<file path="src/design/fault_flag_pkg.sv">
// shared constants and carrier types for the charger flag block
package fault_flag_pkg;

	localparam int unsigned CLK_MHZ         = 100;
	// interrupt pulse length in microseconds
	localparam int unsigned INT_PULSE_US    = 128;
	localparam int unsigned INT_PULSE_CYC   = INT_PULSE_US * CLK_MHZ;
	localparam logic [13:0] INT_PULSE_LAST  = 14'(INT_PULSE_CYC - 1);
	localparam int unsigned NUM_FLAGS       = 10;

	// flag positions
	localparam int unsigned F_INPUT_GOOD    = 0;
	localparam int unsigned F_BAT_OCP       = 1;
	localparam int unsigned F_TS_COLD       = 2;
	localparam int unsigned F_TS_COOL       = 3;
	localparam int unsigned F_TS_HOT        = 4;
	localparam int unsigned F_WATCHDOG      = 5;
	localparam int unsigned F_TIMER_EXP     = 6;
	localparam int unsigned F_WAKE1         = 7;
	localparam int unsigned F_WAKE2         = 8;
	localparam int unsigned F_RESET_WARN    = 9;

	// system rail source values
	localparam logic [1:0] RAIL_SRC_INPUT   = 2'h0;
	// power-good output source values
	localparam logic [1:0] PG_SRC_INPUT     = 2'h0;
	localparam logic [1:0] PG_SRC_GPO       = 2'h1;
	localparam logic [1:0] PG_SRC_BUTTON    = 2'h2;

	localparam logic [NUM_FLAGS-1:0] FLAGS_RESET = '0;

	typedef struct packed {
		logic input_good_status;
		logic bat_overcurrent;
		logic ts_cold;
		logic ts_cool;
		logic ts_hot;
		logic watchdog_expired;
		logic timer_expired;
		logic push_button_input;
		logic wake1_elapsed;
		logic wake2_elapsed;
		logic reset_warn_elapsed;
		logic die_overheat_shutdown;
		logic charge_enable;
	} cond_t;

	typedef struct packed {
		logic       charge_enable;
		logic       charge_reduced;
		logic       timer_run;
		logic       timer_reset;
		logic       timer_double;
		logic       rail_from_input;
		logic       rail_from_battery;
	} charger_ctrl_t;

	typedef enum logic {
		PULSE_IDLE,
		PULSE_LOW
	} pulse_state_t;

endpackage : fault_flag_pkg

</file>
<file path="src/design/int_pulse_gen.sv">
// open-drain interrupt pulse stretcher
`timescale 1ns/1ns
module int_pulse_gen
	import fault_flag_pkg::*;
(
	// clock and reset
	input  wire logic ref_clk,
	input  wire logic rstn,
	// trigger
	input  wire logic trigger,
	// open-drain pin
	output logic      int_oe
);

	typedef struct packed {
		pulse_state_t st;
		logic [13:0]  cnt;
		logic         oe;
	} pulse_regs_t;

	pulse_regs_t s_reg;
	pulse_regs_t s_next;

	always_comb begin
		s_next = s_reg;
		case (s_reg.st)
			PULSE_IDLE: begin
				if (trigger) begin
					s_next.st  = PULSE_LOW;
					s_next.cnt = '0;
					s_next.oe  = 1'b1;
				end
			end
			PULSE_LOW: begin
				if (s_reg.cnt == INT_PULSE_LAST) begin
					s_next.st = PULSE_IDLE;
					s_next.oe = 1'b0;
				end else begin
					s_next.cnt = s_reg.cnt + 14'h1;
				end
			end
			default: begin
				s_next.st = PULSE_IDLE;
				s_next.oe = 1'b0;
			end
		endcase
	end

	always_ff @(posedge ref_clk) begin
		if (!rstn) begin
			s_reg <= '{st: PULSE_IDLE, cnt: 14'h0, oe: 1'b0};
		end else begin
			s_reg <= s_next;
		end
	end

	assign int_oe = s_reg.oe;

endmodule : int_pulse_gen

</file>
<file path="src/design/charger_fault_flag_response.sv">
// charger fault flags, reaction logic and power-good pin select
//
// Behaviour
// - input-good change flag on both edges; low disables charge, resets timer.
// - overcurrent flag on rise; charging off, battery disconnected from rail.
// - cold or hot flag on rise; charge and timer paused meanwhile.
// - cool flag on rise; reduced current; timer doubled when option set.
// - watchdog flag on rise; charging and timer unaffected.
// - timer flag set on expiry; cleared only by input or enable toggle.
// - after timer fault charge off until toggle; timer restarts after clear.
// - three button flags on rising edges; no effect on charger or rail.
// - power-good pin active by default while input is good.
// - power-good pin selectable as host-written general purpose output.
// - power-good pin optionally follows the push-button level.
// - unmasked trigger pulls interrupt low for 128 us.
// - masked triggers never pulse, even after unmasking.
`timescale 1ns/1ns
module charger_fault_flag_response
	import fault_flag_pkg::*;
(
	// clock and reset
	input  wire logic                 ref_clk,
	input  wire logic                 rstn,
	// live conditions
	input  wire cond_t                cond,
	// host controls
	input  wire logic [NUM_FLAGS-1:0] flag_mask,
	input  wire logic [NUM_FLAGS-1:0] flag_clear,
	input  wire logic [1:0]           system_rail_source_select,
	input  wire logic                 timer_double_enable,
	input  wire logic [1:0]           power_good_source,
	input  wire logic                 power_good_gpo_level,
	// flags and reaction
	output logic [NUM_FLAGS-1:0]      flags,
	output charger_ctrl_t             ctrl,
	// open-drain pins, enable high pulls low
	output logic                      power_good_output_oe,
	output logic                      int_oe
);

	////////////////////////////////////////////////////////////////////////
	typedef struct packed {
		cond_t                prev;
		logic [NUM_FLAGS-1:0] flags;
		charger_ctrl_t        ctrl;
		logic                 pg_oe;
		logic                 irq;
	} state_t;

	state_t s_reg;
	state_t s_next;
	logic [NUM_FLAGS-1:0] trig;
	logic                 in_toggle;
	logic                 ce_toggle;

	////////////////////////////////////////////////////////////////////////
	always_comb begin
		s_next      = s_reg;
		s_next.prev = cond;
		in_toggle   = cond.input_good_status != s_reg.prev.input_good_status;
		ce_toggle   = cond.charge_enable != s_reg.prev.charge_enable;
		trig        = '0;
		trig[F_INPUT_GOOD] = in_toggle;
		trig[F_BAT_OCP] = cond.bat_overcurrent &
			~s_reg.prev.bat_overcurrent;
		trig[F_TS_COLD] = cond.ts_cold & ~s_reg.prev.ts_cold;
		trig[F_TS_HOT]  = cond.ts_hot & ~s_reg.prev.ts_hot;
		trig[F_TS_COOL] = cond.ts_cool & ~s_reg.prev.ts_cool;
		trig[F_WATCHDOG] = cond.watchdog_expired &
			~s_reg.prev.watchdog_expired;
		trig[F_TIMER_EXP] = cond.timer_expired & ~s_reg.prev.timer_expired;
		trig[F_WAKE1] = cond.wake1_elapsed & ~s_reg.prev.wake1_elapsed;
		trig[F_WAKE2] = cond.wake2_elapsed & ~s_reg.prev.wake2_elapsed;
		trig[F_RESET_WARN] = cond.reset_warn_elapsed &
			~s_reg.prev.reset_warn_elapsed;

		// set wins over clear
		s_next.flags = (s_reg.flags & ~flag_clear) | trig;
		// timer flag cleared only by toggle
		s_next.flags[F_TIMER_EXP] = trig[F_TIMER_EXP] |
			(s_reg.flags[F_TIMER_EXP] & ~(in_toggle | ce_toggle));

		s_next.irq = |(trig & ~flag_mask);

		// charger reaction
		s_next.ctrl.charge_enable = cond.charge_enable &
			cond.input_good_status;
		s_next.ctrl.timer_run     = s_next.ctrl.charge_enable;
		s_next.ctrl.timer_reset   = 1'b0;
		if (!cond.input_good_status) begin
			s_next.ctrl.timer_reset = 1'b1;
		end
		if (cond.bat_overcurrent) begin
			s_next.ctrl.charge_enable = 1'b0;
			s_next.ctrl.timer_run     = 1'b0;
		end
		if (cond.ts_cold | cond.ts_hot) begin
			s_next.ctrl.charge_enable = 1'b0;
			s_next.ctrl.timer_run     = 1'b0;
		end
		// held off until toggle clears flag
		if (s_next.flags[F_TIMER_EXP]) begin
			s_next.ctrl.charge_enable = 1'b0;
			s_next.ctrl.timer_run     = 1'b0;
		end
		if (s_reg.flags[F_TIMER_EXP] & ~s_next.flags[F_TIMER_EXP]) begin
			s_next.ctrl.timer_reset = 1'b1;
		end
		s_next.ctrl.charge_reduced = cond.ts_cool;
		s_next.ctrl.timer_double   = cond.ts_cool & timer_double_enable;

		// rail from input only with source 00
		s_next.ctrl.rail_from_input = cond.input_good_status &
			(system_rail_source_select == RAIL_SRC_INPUT);
		s_next.ctrl.rail_from_battery = ~cond.bat_overcurrent;

		if (cond.die_overheat_shutdown) begin
			s_next.ctrl.charge_enable     = 1'b0;
			s_next.ctrl.timer_run         = 1'b0;
			s_next.ctrl.rail_from_input   = 1'b0;
			s_next.ctrl.rail_from_battery = 1'b0;
		end

		// power-good pin source, active means pulled low
		case (power_good_source)
			PG_SRC_INPUT:  s_next.pg_oe = cond.input_good_status;
			PG_SRC_GPO:    s_next.pg_oe = ~power_good_gpo_level;
			PG_SRC_BUTTON: s_next.pg_oe = ~cond.push_button_input;
			default:       s_next.pg_oe = cond.input_good_status;
		endcase
	end

	////////////////////////////////////////////////////////////////////////
	always_ff @(posedge ref_clk) begin
		if (!rstn) begin
			s_reg <= '0;
		end else begin
			s_reg <= s_next;
		end
	end

	////////////////////////////////////////////////////////////////////////
	int_pulse_gen u_pulse (
		.ref_clk (ref_clk),
		.rstn    (rstn),
		.trigger (s_reg.irq),
		.int_oe  (int_oe)
	);

	assign flags                = s_reg.flags;
	assign ctrl                 = s_reg.ctrl;
	assign power_good_output_oe = s_reg.pg_oe;

endmodule : charger_fault_flag_response

</file>
<file path="config.mk">
export PLATFORM = sky130hd
export DESIGN_NAME = charger_fault_flag_response
export DESIGN_NICKNAME = d
export VERILOG_FILES = /design/src/design/fault_flag_pkg.sv /design/src/design/int_pulse_gen.sv /design/src/design/charger_fault_flag_response.sv
export SDC_FILE = /design/constraint.sdc
export NUM_CORES = 1
export LEC_CHECK = 0
export ABC_AREA = 1
export BUFFER_PORTS_ARGS = -buffer_cell sky130_fd_sc_hd__buf_2
export CAP_MARGIN = 20
export CORE_MARGIN = 3
export CORE_UTILIZATION = 54
export CTS_CLUSTER_SIZE = 20
export DETAILED_ROUTE_END_ITERATION = 8
export PLACE_DENSITY = 0.89
export SETUP_SLACK_MARGIN = 0.2
export SYNTH_ARGS = -nofsm -noshare
export SYNTH_HDL_FRONTEND = slang
export SYNTH_SLANG_ARGS = --single-unit
</file>
<file path="constraint.sdc">
create_clock -name ref_clk -period 3 [get_ports ref_clk]
set_input_delay 0.6 -clock ref_clk [delete_from_list [all_inputs] [get_ports ref_clk]]
set_output_delay 0.6 -clock ref_clk [all_outputs]
set_load 0.005 [all_outputs]
</file>
==> results.json, run 1 <==
{
  "drc": 0,
  "nets": 391,
  "largest_register_ffs": 15,
  "crit_required_ns": 3.19,
  "arrival_ns": 1.99,
  "wl_um": 4420,
  "synth_area_sq_um": 2110,
  "worst-r2r-cell-count": 8,
  "max_slew.worst_pin.slew_ns": 0.521,
  "setup_violations": 0,
  "synth_cells": 305,
  "p_leak_nw": 1.24,
  "ys_seq_area_share_pct": 41.8,
  "path_max_fanout": 11,
  "synth_top_area_share_pct": 41.8,
  "grt_max_degree": 18,
  "yosys_warnings": 0,
  "fin_crit_ns": 1.80,
  "final_area_sq_um": 2410,
  "ys_top_cells_by_count": "nand2_1, inv_1, dfxtp_1",
  "vdd.ir_drop.worst_mv": 0.407,
  "cts_buffer_depth": 2,
  "maxSlewHeadroom_pct": 65.2,
  "antenna_found_initial": 0,
  "drtPass1Iterations": 4,
  "cts-root-buf": "clkbuf_8",
  "p_per_area_nw_per_um2": 510,
  "gp_congestion": 0.881,
  "fp.dieH_um": 68.5,
  "dp.final_hpwl_um": 3290,
  "path_class": "register to register",
  "rsz0062_at_grt": "false",
  "pin_count": 60,
  "post_cts_resized": 0,
  "cts_tree": "built",
  "cts_buffers": 5,
  "synth_compound_area_share_pct": 9.03,
  "fp.coreArea_sq_um": 3720,
  "post_synth_fa_ha_maj_area_fraction_pct": 1.78,
  "num_rows": 22,
  "grt.overflow.total": 0,
  "clock_sinks": 44,
  "grt_first_pass_wirelength_um": 7090,
  "wl_per_cell_um": 11.2,
  "initial_core_util_pct": 56.7,
  "hold_depth": 2,
  "yosys_register_bits": 44,
  "fin_worst_skew_ns": 0.00761,
  "max_freq_mhz": 556,
  "yosys-top-cells-area": "dfxtp_1, nand2_1, inv_1, buf_4, nor2_1",
  "slew_violations": 0,
  "grt_pass1_vias": 1697,
  "antennaDiodeCount": 0,
  "drive_above_1_share_pct": 21.0,
  "synth_xor_area_share_pct": 1.66,
  "hold_buffers": 0,
  "status": "completed",
  "insertion_delay_ns": 0.30,
  "synth.distinct_cells": 24,
  "finalHoldViolCount": 0,
  "r2r_slack_ns": 1.20,
  "synth_edf_count": 0,
  "ant_nets": 0,
  "track_usage_pct": 19.8,
  "synth_top_area_cell": "dfxtp_1",
  "viasPerCell": 4.86,
  "post_cts_buffers": 0,
  "hp-class": "primary input to register",
  "synth_top_family_by_area": "simple AND/OR/NAND/NOR gates",
  "period_share_pct": 60.0,
  "htreeDepth": 2,
  "synth-simple-area-share_pct": 27.1,
  "synthArstFlopShare_pct": 0,
  "yosysMostFrequentCell": "nand2_1",
  "die-area_sq_um": 4690,
  "synth.mux.area_fraction_pct": 0,
  "dpl-instance-area_sq_um": 2290,
  "syn2layout_area_growth_pct": 14.3,
  "cap_violations": 0,
  "path_clk_slew_ns": 0.09,
  "io_buffer_count": 58,
  "dr.first_iter.drc_count": 96,
  "syn_avg_cell_area_sq_um": 6.91,
  "cp-start-kind": "register",
  "tns_ns": 0,
  "end_kind": "register",
  "routed-via-count": 1923,
  "dominantRegCellSynth": "dfxtp_1",
  "synth_nets": 349,
  "die_w_um": 68.5
}
==> layout make-up <==
type                    instances  area, sq um
fillers                       309         1310
well taps                      48         60.1
repair buffers                 59          298
clock inverters                 3         46.3
flip-flops and latches         44          881
multi-input cells             178          833
inverters                      59          221
clock buffers                   5         68.8
==> cell families after synthesis <==
kind of cell	count (synthesis)
AO/OA/AOI/OAI	36
XOR/XNOR	4
adder cells (fa/ha/maj)	3
buffers and inverters	83
flip-flops	44
AND/OR/NAND/NOR	135
==> through the flow <==
| step | std cells | total power [mW] | utilization, % | hold slack, ns | worst slack (ns) |
|---|---|---|---|---|---|
| 5_1_grt | 396 | 1.28 | 64.8 | 0.452 | 1.05 |
| 3_3_place_gp | 388 | 0.771 | 61.7 | 0.448 | 1.04 |
| 6_report | 396 | 1.23 | 64.8 | 0.455 | 1.20 |
| 4_1_cts | 396 | 1.23 | 64.8 | 0.447 | 1.22 |
| 3_5_place_dp | 388 | 0.776 | 61.7 | 0.452 | 1.04 |
| 2_1_floorplan | 305 | 0.735 | - | 0.444 | 1.58 |
==> layer usage <==
layer	track usage, %	wire [um]	part of all wire (%)
met3	5.91	374	8.5
met2	32.5	2170	49
met4	7.69	59	1.3
met1	23.9	1810	41
met5	0	0	0
==> placed cells by master, fill, tap and decap left out <==
cell and instances:
bufinv_16 1, nor3_1 7, nand4_1 3, inv_1 59
nand2_1 65, nor2_2 1, a21oi_1 22, nand2_2 3
nor2_1 32, ha_1 3, xor2_1 1, buf_2 58
o22ai_1 6, clkbuf_8 5, xnor2_1 3, buf_4 1
or2_2 2, nor4_1 2, o21bai_1 1, dfxtp_1 44
nand3b_1 1, nand3_1 19, clkinvlp_4 1, inv_6 1
o21ai_0 7
==> worst max-delay path: stages, from the launching register on <==
cell and delay (ns):
dfxtp_1 0.39, ha_1 0.20, nand3_1 0.15, nor2_2 0.25, nand2_2 0.09, nand2_2 0.20, nand2_2 0.18, a21oi_1 0.18
nor2_1 0.05
==> final timing paths <==
path | start | endpoint
setup / recovery | u_pulse.s_reg[1]$_SDFFE_PN0P_ | u_pulse.s_reg[14]$_SDFFE_PN0P_
hold / removal | system_rail_source_select[1] | ctrl[1]$_SDFF_PP0_
setup reg to reg | u_pulse.s_reg[1]$_SDFFE_PN0P_ | u_pulse.s_reg[14]$_SDFFE_PN0P_
hold reg to reg | flags[9]$_SDFF_PN0_ | flags[9]$_SDFF_PN0_
==> power breakdown <==
part           internal, mW  switching [mW]  leakage (nW)
Sequential            0.611          0.0157         0.362
Combinational        0.0576          0.0792         0.824
Clock                 0.251           0.215        0.0548
Total                 0.919           0.309          1.24
No activity file was read; power rests on OpenSTA's default activity.
==> run 2: changes to the inputs <==
--- a/config.mk
+++ b/config.mk
@@ -9,10 +9,10 @@
 export BUFFER_PORTS_ARGS = -buffer_cell sky130_fd_sc_hd__buf_2
 export CAP_MARGIN = 20
 export CORE_MARGIN = 3
-export CORE_UTILIZATION = 54
+export CORE_UTILIZATION = 51
 export CTS_CLUSTER_SIZE = 20
 export DETAILED_ROUTE_END_ITERATION = 8
-export PLACE_DENSITY = 0.89
+export PLACE_DENSITY = 0.86
 export SETUP_SLACK_MARGIN = 0.2
 export SYNTH_ARGS = -nofsm -noshare
 export SYNTH_HDL_FRONTEND = slang
==> constraint.sdc (replaced) <==
create_clock -name ref_clk -period 1.84 [get_ports ref_clk]
set_input_delay 0.368 -clock ref_clk [delete_from_list [all_inputs] [get_ports ref_clk]]
set_output_delay 0.368 -clock ref_clk [all_outputs]
set_load 0.005 [all_outputs]
==> run 2 against run 1 <==
Effect of this change:
- die area grew 5.4%
- global-route usage decreased by 0.74 points
- design area grew 2.2%
- total power rose by 53%
- routed wire length grew 7.4%
- critical endpoint is now u_pulse.s_reg[6]$_SDFFE_PN0P_
- clock power rose by 33%
- setup slack got worse by 0.91 ns
- highest routed layer unchanged
- sequential share of layout area is 0.73 points lower
- register-to-register slack worse by 0.91 ns
- sequential power rose by 63%
- count of clock-buffer cells in the layout is 3 higher
- largest power group unchanged
==> results.json, run 2 (synthesis results as in run 1) <==
{
  "status": "completed",
  "utilization_pct": 64.3,
  "dp.final_hpwl_um": 3390,
  "slew_violations": 0,
  "routed-via-count": 1959,
  "dpl-instance-area_sq_um": 2320,
  "p_leak_nw": 1.26,
  "period_share_pct": 84.1,
  "wl_um": 4750,
  "die_w_um": 70.3,
  "nets": 396,
  "cts_tree": "built",
  "cts-root-buf": "clkbuf_8",
  "clock_sinks": 44,
  "io_buffer_count": 58,
  "track_usage_pct": 19.0,
  "initial_core_util_pct": 55.1,
  "grt_pass1_vias": 1907,
  "end_kind": "register",
  "grt.overflow.total": 0,
  "gp_congestion": 0.872,
  "pin_count": 60,
  "ant_nets": 0,
  "insertion_delay_ns": 0.30,
  "setup_violations": 0,
  "cp-start-kind": "register",
  "cts_buffer_depth": 2,
  "fin_crit_ns": 1.55,
  "hold_buffers": 0,
  "dpl.cell_count": 392,
  "fin_worst_skew_ns": 0.00889,
  "vdd.ir_drop.worst_mv": 0.547,
  "fin_cells": 401,
  "crit_required_ns": 2.07,
  "antenna_found_initial": 0,
  "grt_max_degree": 24,
  "setup_slack_ns": 0.293,
  "fin_hold_ws_ns": 0.221,
  "viasPerCell": 4.89,
  "num_rows": 22,
  "grt_first_pass_wirelength_um": 7580,
  "finalHoldViolCount": 0,
  "arrival_ns": 1.78,
  "path_clk_slew_ns": 0.08,
  "drc": 0,
  "largest_register_ffs": 15,
  "maxSlewHeadroom_pct": 80.0,
  "fp.dieH_um": 70.3,
  "htreeDepth": 2,
  "final_common_cell": "nand2_1",
  "path_class": "register to register",
  "wl_per_cell_um": 11.8,
  "hp-class": "primary input to register",
  "max_freq_mhz": 646,
  "path_max_fanout": 8,
  "die-area_sq_um": 4940,
  "p_total_mw": 1.88,
  "drtPass1Iterations": 4,
  "cap_violations": 0,
  "fillCellCount": 297,
  "antennaDiodeCount": 0,
  "max_slew.worst_pin.slew_ns": 0.298,
  "final_area_sq_um": 2460,
  "fp.coreArea_sq_um": 3830,
  "preCtsSetupSlack_ns": 0.235,
  "drive_above_1_share_pct": 23.5,
  "syn2layout_area_growth_pct": 16.8,
  "rsz0062_at_grt": "false",
  "tns_ns": 0,
  "dr.first_iter.drc_count": 118,
  "p_per_area_nw_per_um2": 765,
  "cts_buffers": 5,
  "layout_common_cells": "nand2_1, inv_1, buf_2"
}
-- run 2: cell types whose count changed in the layout (fill, tap and decap cells not counted), moves of 2 or more --
cell	before	now
buf_4	1	6
a21oi_1	22	19
a21oi_2	0	3
clkbuf_1	0	2
-- run 2: what timing repair did --
item,in CTS,in global routing
endpoints found under the setup margin,1,13
cloned,0,0
resized for setup,1,9
pin swaps,0,1
setup buffers,0,1
-- run 2: worst max-delay path: stages, from the launching register on --
cell and delay (ns):
dfxtp_1 0.42, nand2_1 0.12, inv_1 0.06, nand2_1 0.08
nor2_4 0.17, nand2_2 0.08, nand2_2 0.11, buf_4 0.17
nand3_1 0.10, a21oi_1 0.16
-- run 2: layout make-up --
| class | instances | area, sq um | area share [%] |
|---|---|---|---|
| multi-input combinational | 178 | 872 | 35.4 |
| timing repair buffer | 64 | 335 | 13.6 |
| clock buffer | 8 | 90.1 | 3.66 |
| inverter | 59 | 221 | 9.00 |
| tap | 48 | 60.1 | 2.44 |
| sequential | 44 | 882 | 35.8 |
-- run 2: worst paths after layout --
check | start | slack (ns) | end | cells after the start
min | system_rail_source_select[1] | 0.22 | ctrl[1]$_SDFF_PP0_ | 2
max | u_pulse.s_reg[6]$_SDFFE_PN0P_ | 0.29 | u_pulse.s_reg[6]$_SDFFE_PN0P_ | 9
min reg2reg | u_pulse.s_reg[1]$_SDFFE_PN0P_ | 0.45 | u_pulse.s_reg[1]$_SDFFE_PN0P_ | 1
max reg2reg | u_pulse.s_reg[6]$_SDFFE_PN0P_ | 0.29 | u_pulse.s_reg[6]$_SDFFE_PN0P_ | 9
-- run 2: where the power goes --
part	total (mW)	internal [mW]	switching [mW]	leakage, nW
clock network	0.620	0.306	0.314	0.0455
registers	1.02	0.996	0.0203	0.363
logic	0.245	0.105	0.140	0.849
total	1.88	1.41	0.474	1.26
-- run 2: metal layers --
layer  track usage (%)  vias up  share of wire, %
met5                 0        -                 0
met4              10.0        0               2.5
met3              4.60       13               7.0
met2              34.7       78                51
met1              19.8      855                40
li1                  -     1013                 -
==> run 3: changes to the inputs <==
==> constraint.sdc (replaced) <==
create_clock -name ref_clk -period 1.5 [get_ports ref_clk]
set_input_delay 0.3 -clock ref_clk [delete_from_list [all_inputs] [get_ports ref_clk]]
set_output_delay 0.3 -clock ref_clk [all_outputs]
set_load 0.005 [all_outputs]
==> run 3 against run 2 <==
Effect of this change:
- total power increased by 26%
- sequential power increased by 23%
- utilization increased by 6.3 points
- sequential cell count unchanged
- first-iteration DRC count increased by 1.7%
- count of clock-buffer cells in the layout decreased by 3
- register-to-register slack got worse by 0.19 ns
- maximum frequency increased by 11%
- sequential share of layout area decreased by 2.6 points
- combinational power increased by 47%
- clock power increased by 24%
- setup slack got worse by 0.19 ns
- largest cell class is now multi-input gates
- highest routed layer unchanged
==> results.json, run 3 (synthesis results as in run 1) <==
{
  "status": "completed",
  "track_usage_pct": 20.0,
  "max_slew.worst_pin.slew_ns": 0.295,
  "critPathBufInv": 0,
  "end_kind": "register",
  "maxSlewHeadroom_pct": 80.3,
  "htreeDepth": 2,
  "hold_buffers": 0,
  "crit_required_ns": 1.71,
  "cp-start-kind": "register",
  "pin_count": 60,
  "dp.final_hpwl_um": 3450,
  "hp-start": "system_rail_source_select[0]",
  "p_per_area_nw_per_um2": 879,
  "drtPass1Iterations": 4,
  "grt_pass1_vias": 1969,
  "viasPerCell": 5.05,
  "fp.coreArea_sq_um": 3830,
  "setup_violations": 0,
  "grt_first_pass_wirelength_um": 8150,
  "ant_nets": 0,
  "die_w_um": 70.3,
  "cpPeakStageDelay_ns": 0.38,
  "layout_common_cells": "nand2_1, inv_1, buf_2",
  "die-area_sq_um": 4940,
  "r2r_start": "u_pulse.s_reg[1]$_SDFFE_PN0P_",
  "fin_worst_skew_ns": 0.00377,
  "dr.first_iter.drc_count": 120,
  "fp.dieH_um": 70.3,
  "cap_violations": 0,
  "arrival_ns": 1.60,
  "startpoint": "u_pulse.s_reg[1]$_SDFFE_PN0P_",
  "wl_um": 5310,
  "vdd.ir_drop.worst_mv": 0.742,
  "tns_ns": 0,
  "max_freq_mhz": 717,
  "slew_violations": 0,
  "gp_congestion": 0.903,
  "syn2layout_area_growth_pct": 28.3,
  "cts_buffers": 5,
  "period_share_pct": 93.0,
  "wl_per_cell_um": 12.8,
  "cts_buffer_depth": 2,
  "drive_above_1_share_pct": 35.8,
  "path_clk_slew_ns": 0.09,
  "hp-class": "primary input to register",
  "io_buffer_count": 58,
  "dpl.cell_count": 399,
  "routed-via-count": 2090,
  "grt_max_degree": 19,
  "finalHoldViolCount": 0,
  "final_common_cell": "nand2_1",
  "insertion_delay_ns": 0.31,
  "num_rows": 22,
  "cp_top_family": "simple AND/OR/NAND/NOR gates",
  "antennaDiodeCount": 0,
  "slowest_stage": "dfxtp_4",
  "antenna_found_initial": 0,
  "cts_tree": "built",
  "drc": 0,
  "worstPathCellList": "ha_4 -> nand2_2 -> nor2_1 -> nand2_1 -> nor3_2 -> nand3_2 -> nand2_1 -> nor2_1",
  "nets": 409,
  "fin_cells": 414,
  "cts-root-buf": "clkbuf_8",
  "largest_register_ffs": 15,
  "clock_sinks": 44,
  "path_class": "register to register",
  "fin_crit_ns": 1.39,
  "grt.overflow.total": 0,
  "rsz0062_at_grt": "true",
  "path_max_fanout": 3,
  "utilization_pct": 70.7,
  "p_leak_nw": 1.34,
  "initial_core_util_pct": 55.1
}
run 3: cell type report:
type                    count  area [sq um]
inverters                  59           221
multi-input cells         178           993
repair buffers             77           440
clock inverters             3          21.3
fillers                   284          1120
flip-flops and latches     44           898
clock buffers               5          68.8
well taps                  48          60.1
run 3: where the power goes:
part	total (mW)	switching, mW	internal [mW]
Sequential	1.25	0.0272	1.22
Combinational	0.359	0.203	0.156
Clock	0.770	0.439	0.331
run 3: what timing repair did:
action,in CTS,in global routing
pin swaps,7,13
setup buffers,1,5
cloned,1,0
resized for setup,20,35
hold endpoints to repair,0,0
setup endpoints to repair,15,16
run 3: worst paths after layout:
check             cells past startpoint  slack (ns)                             end
hold / removal                        2        0.14              ctrl[1]$_SDFF_PP0_
hold reg to reg                       2        0.46             flags[5]$_SDFF_PN0_
setup reg to reg                      8        0.11  u_pulse.s_reg[13]$_SDFFE_PN0P_
setup / recovery                      8        0.11  u_pulse.s_reg[13]$_SDFFE_PN0P_
run 3: routing by layer:
layer  track usage [%]  vias up  part of all wire [%]
met5                 0        -                     0
met4              7.45        0                   2.1
met3              5.32       15                   7.5
met2              34.8       96                    51
met1              23.3      935                    40
li1                  -     1044                     -
run 3: through the flow:
step / worst slack [ns] / power, mW / instance area, sq um / hold slack, ns
after floorplan: 0.210 / 1.47 / 2120 / 0.372
after global routing: 0.0242 / 2.48 / 2700 / 0.148
after CTS: 0.151 / 2.35 / 2550 / 0.137
final: 0.105 / 2.38 / 2700 / 0.142
after global placement: 0.110 / 1.56 / 2390 / 0.450
after detailed placement: 0.0653 / 1.57 / 2390 / 0.455
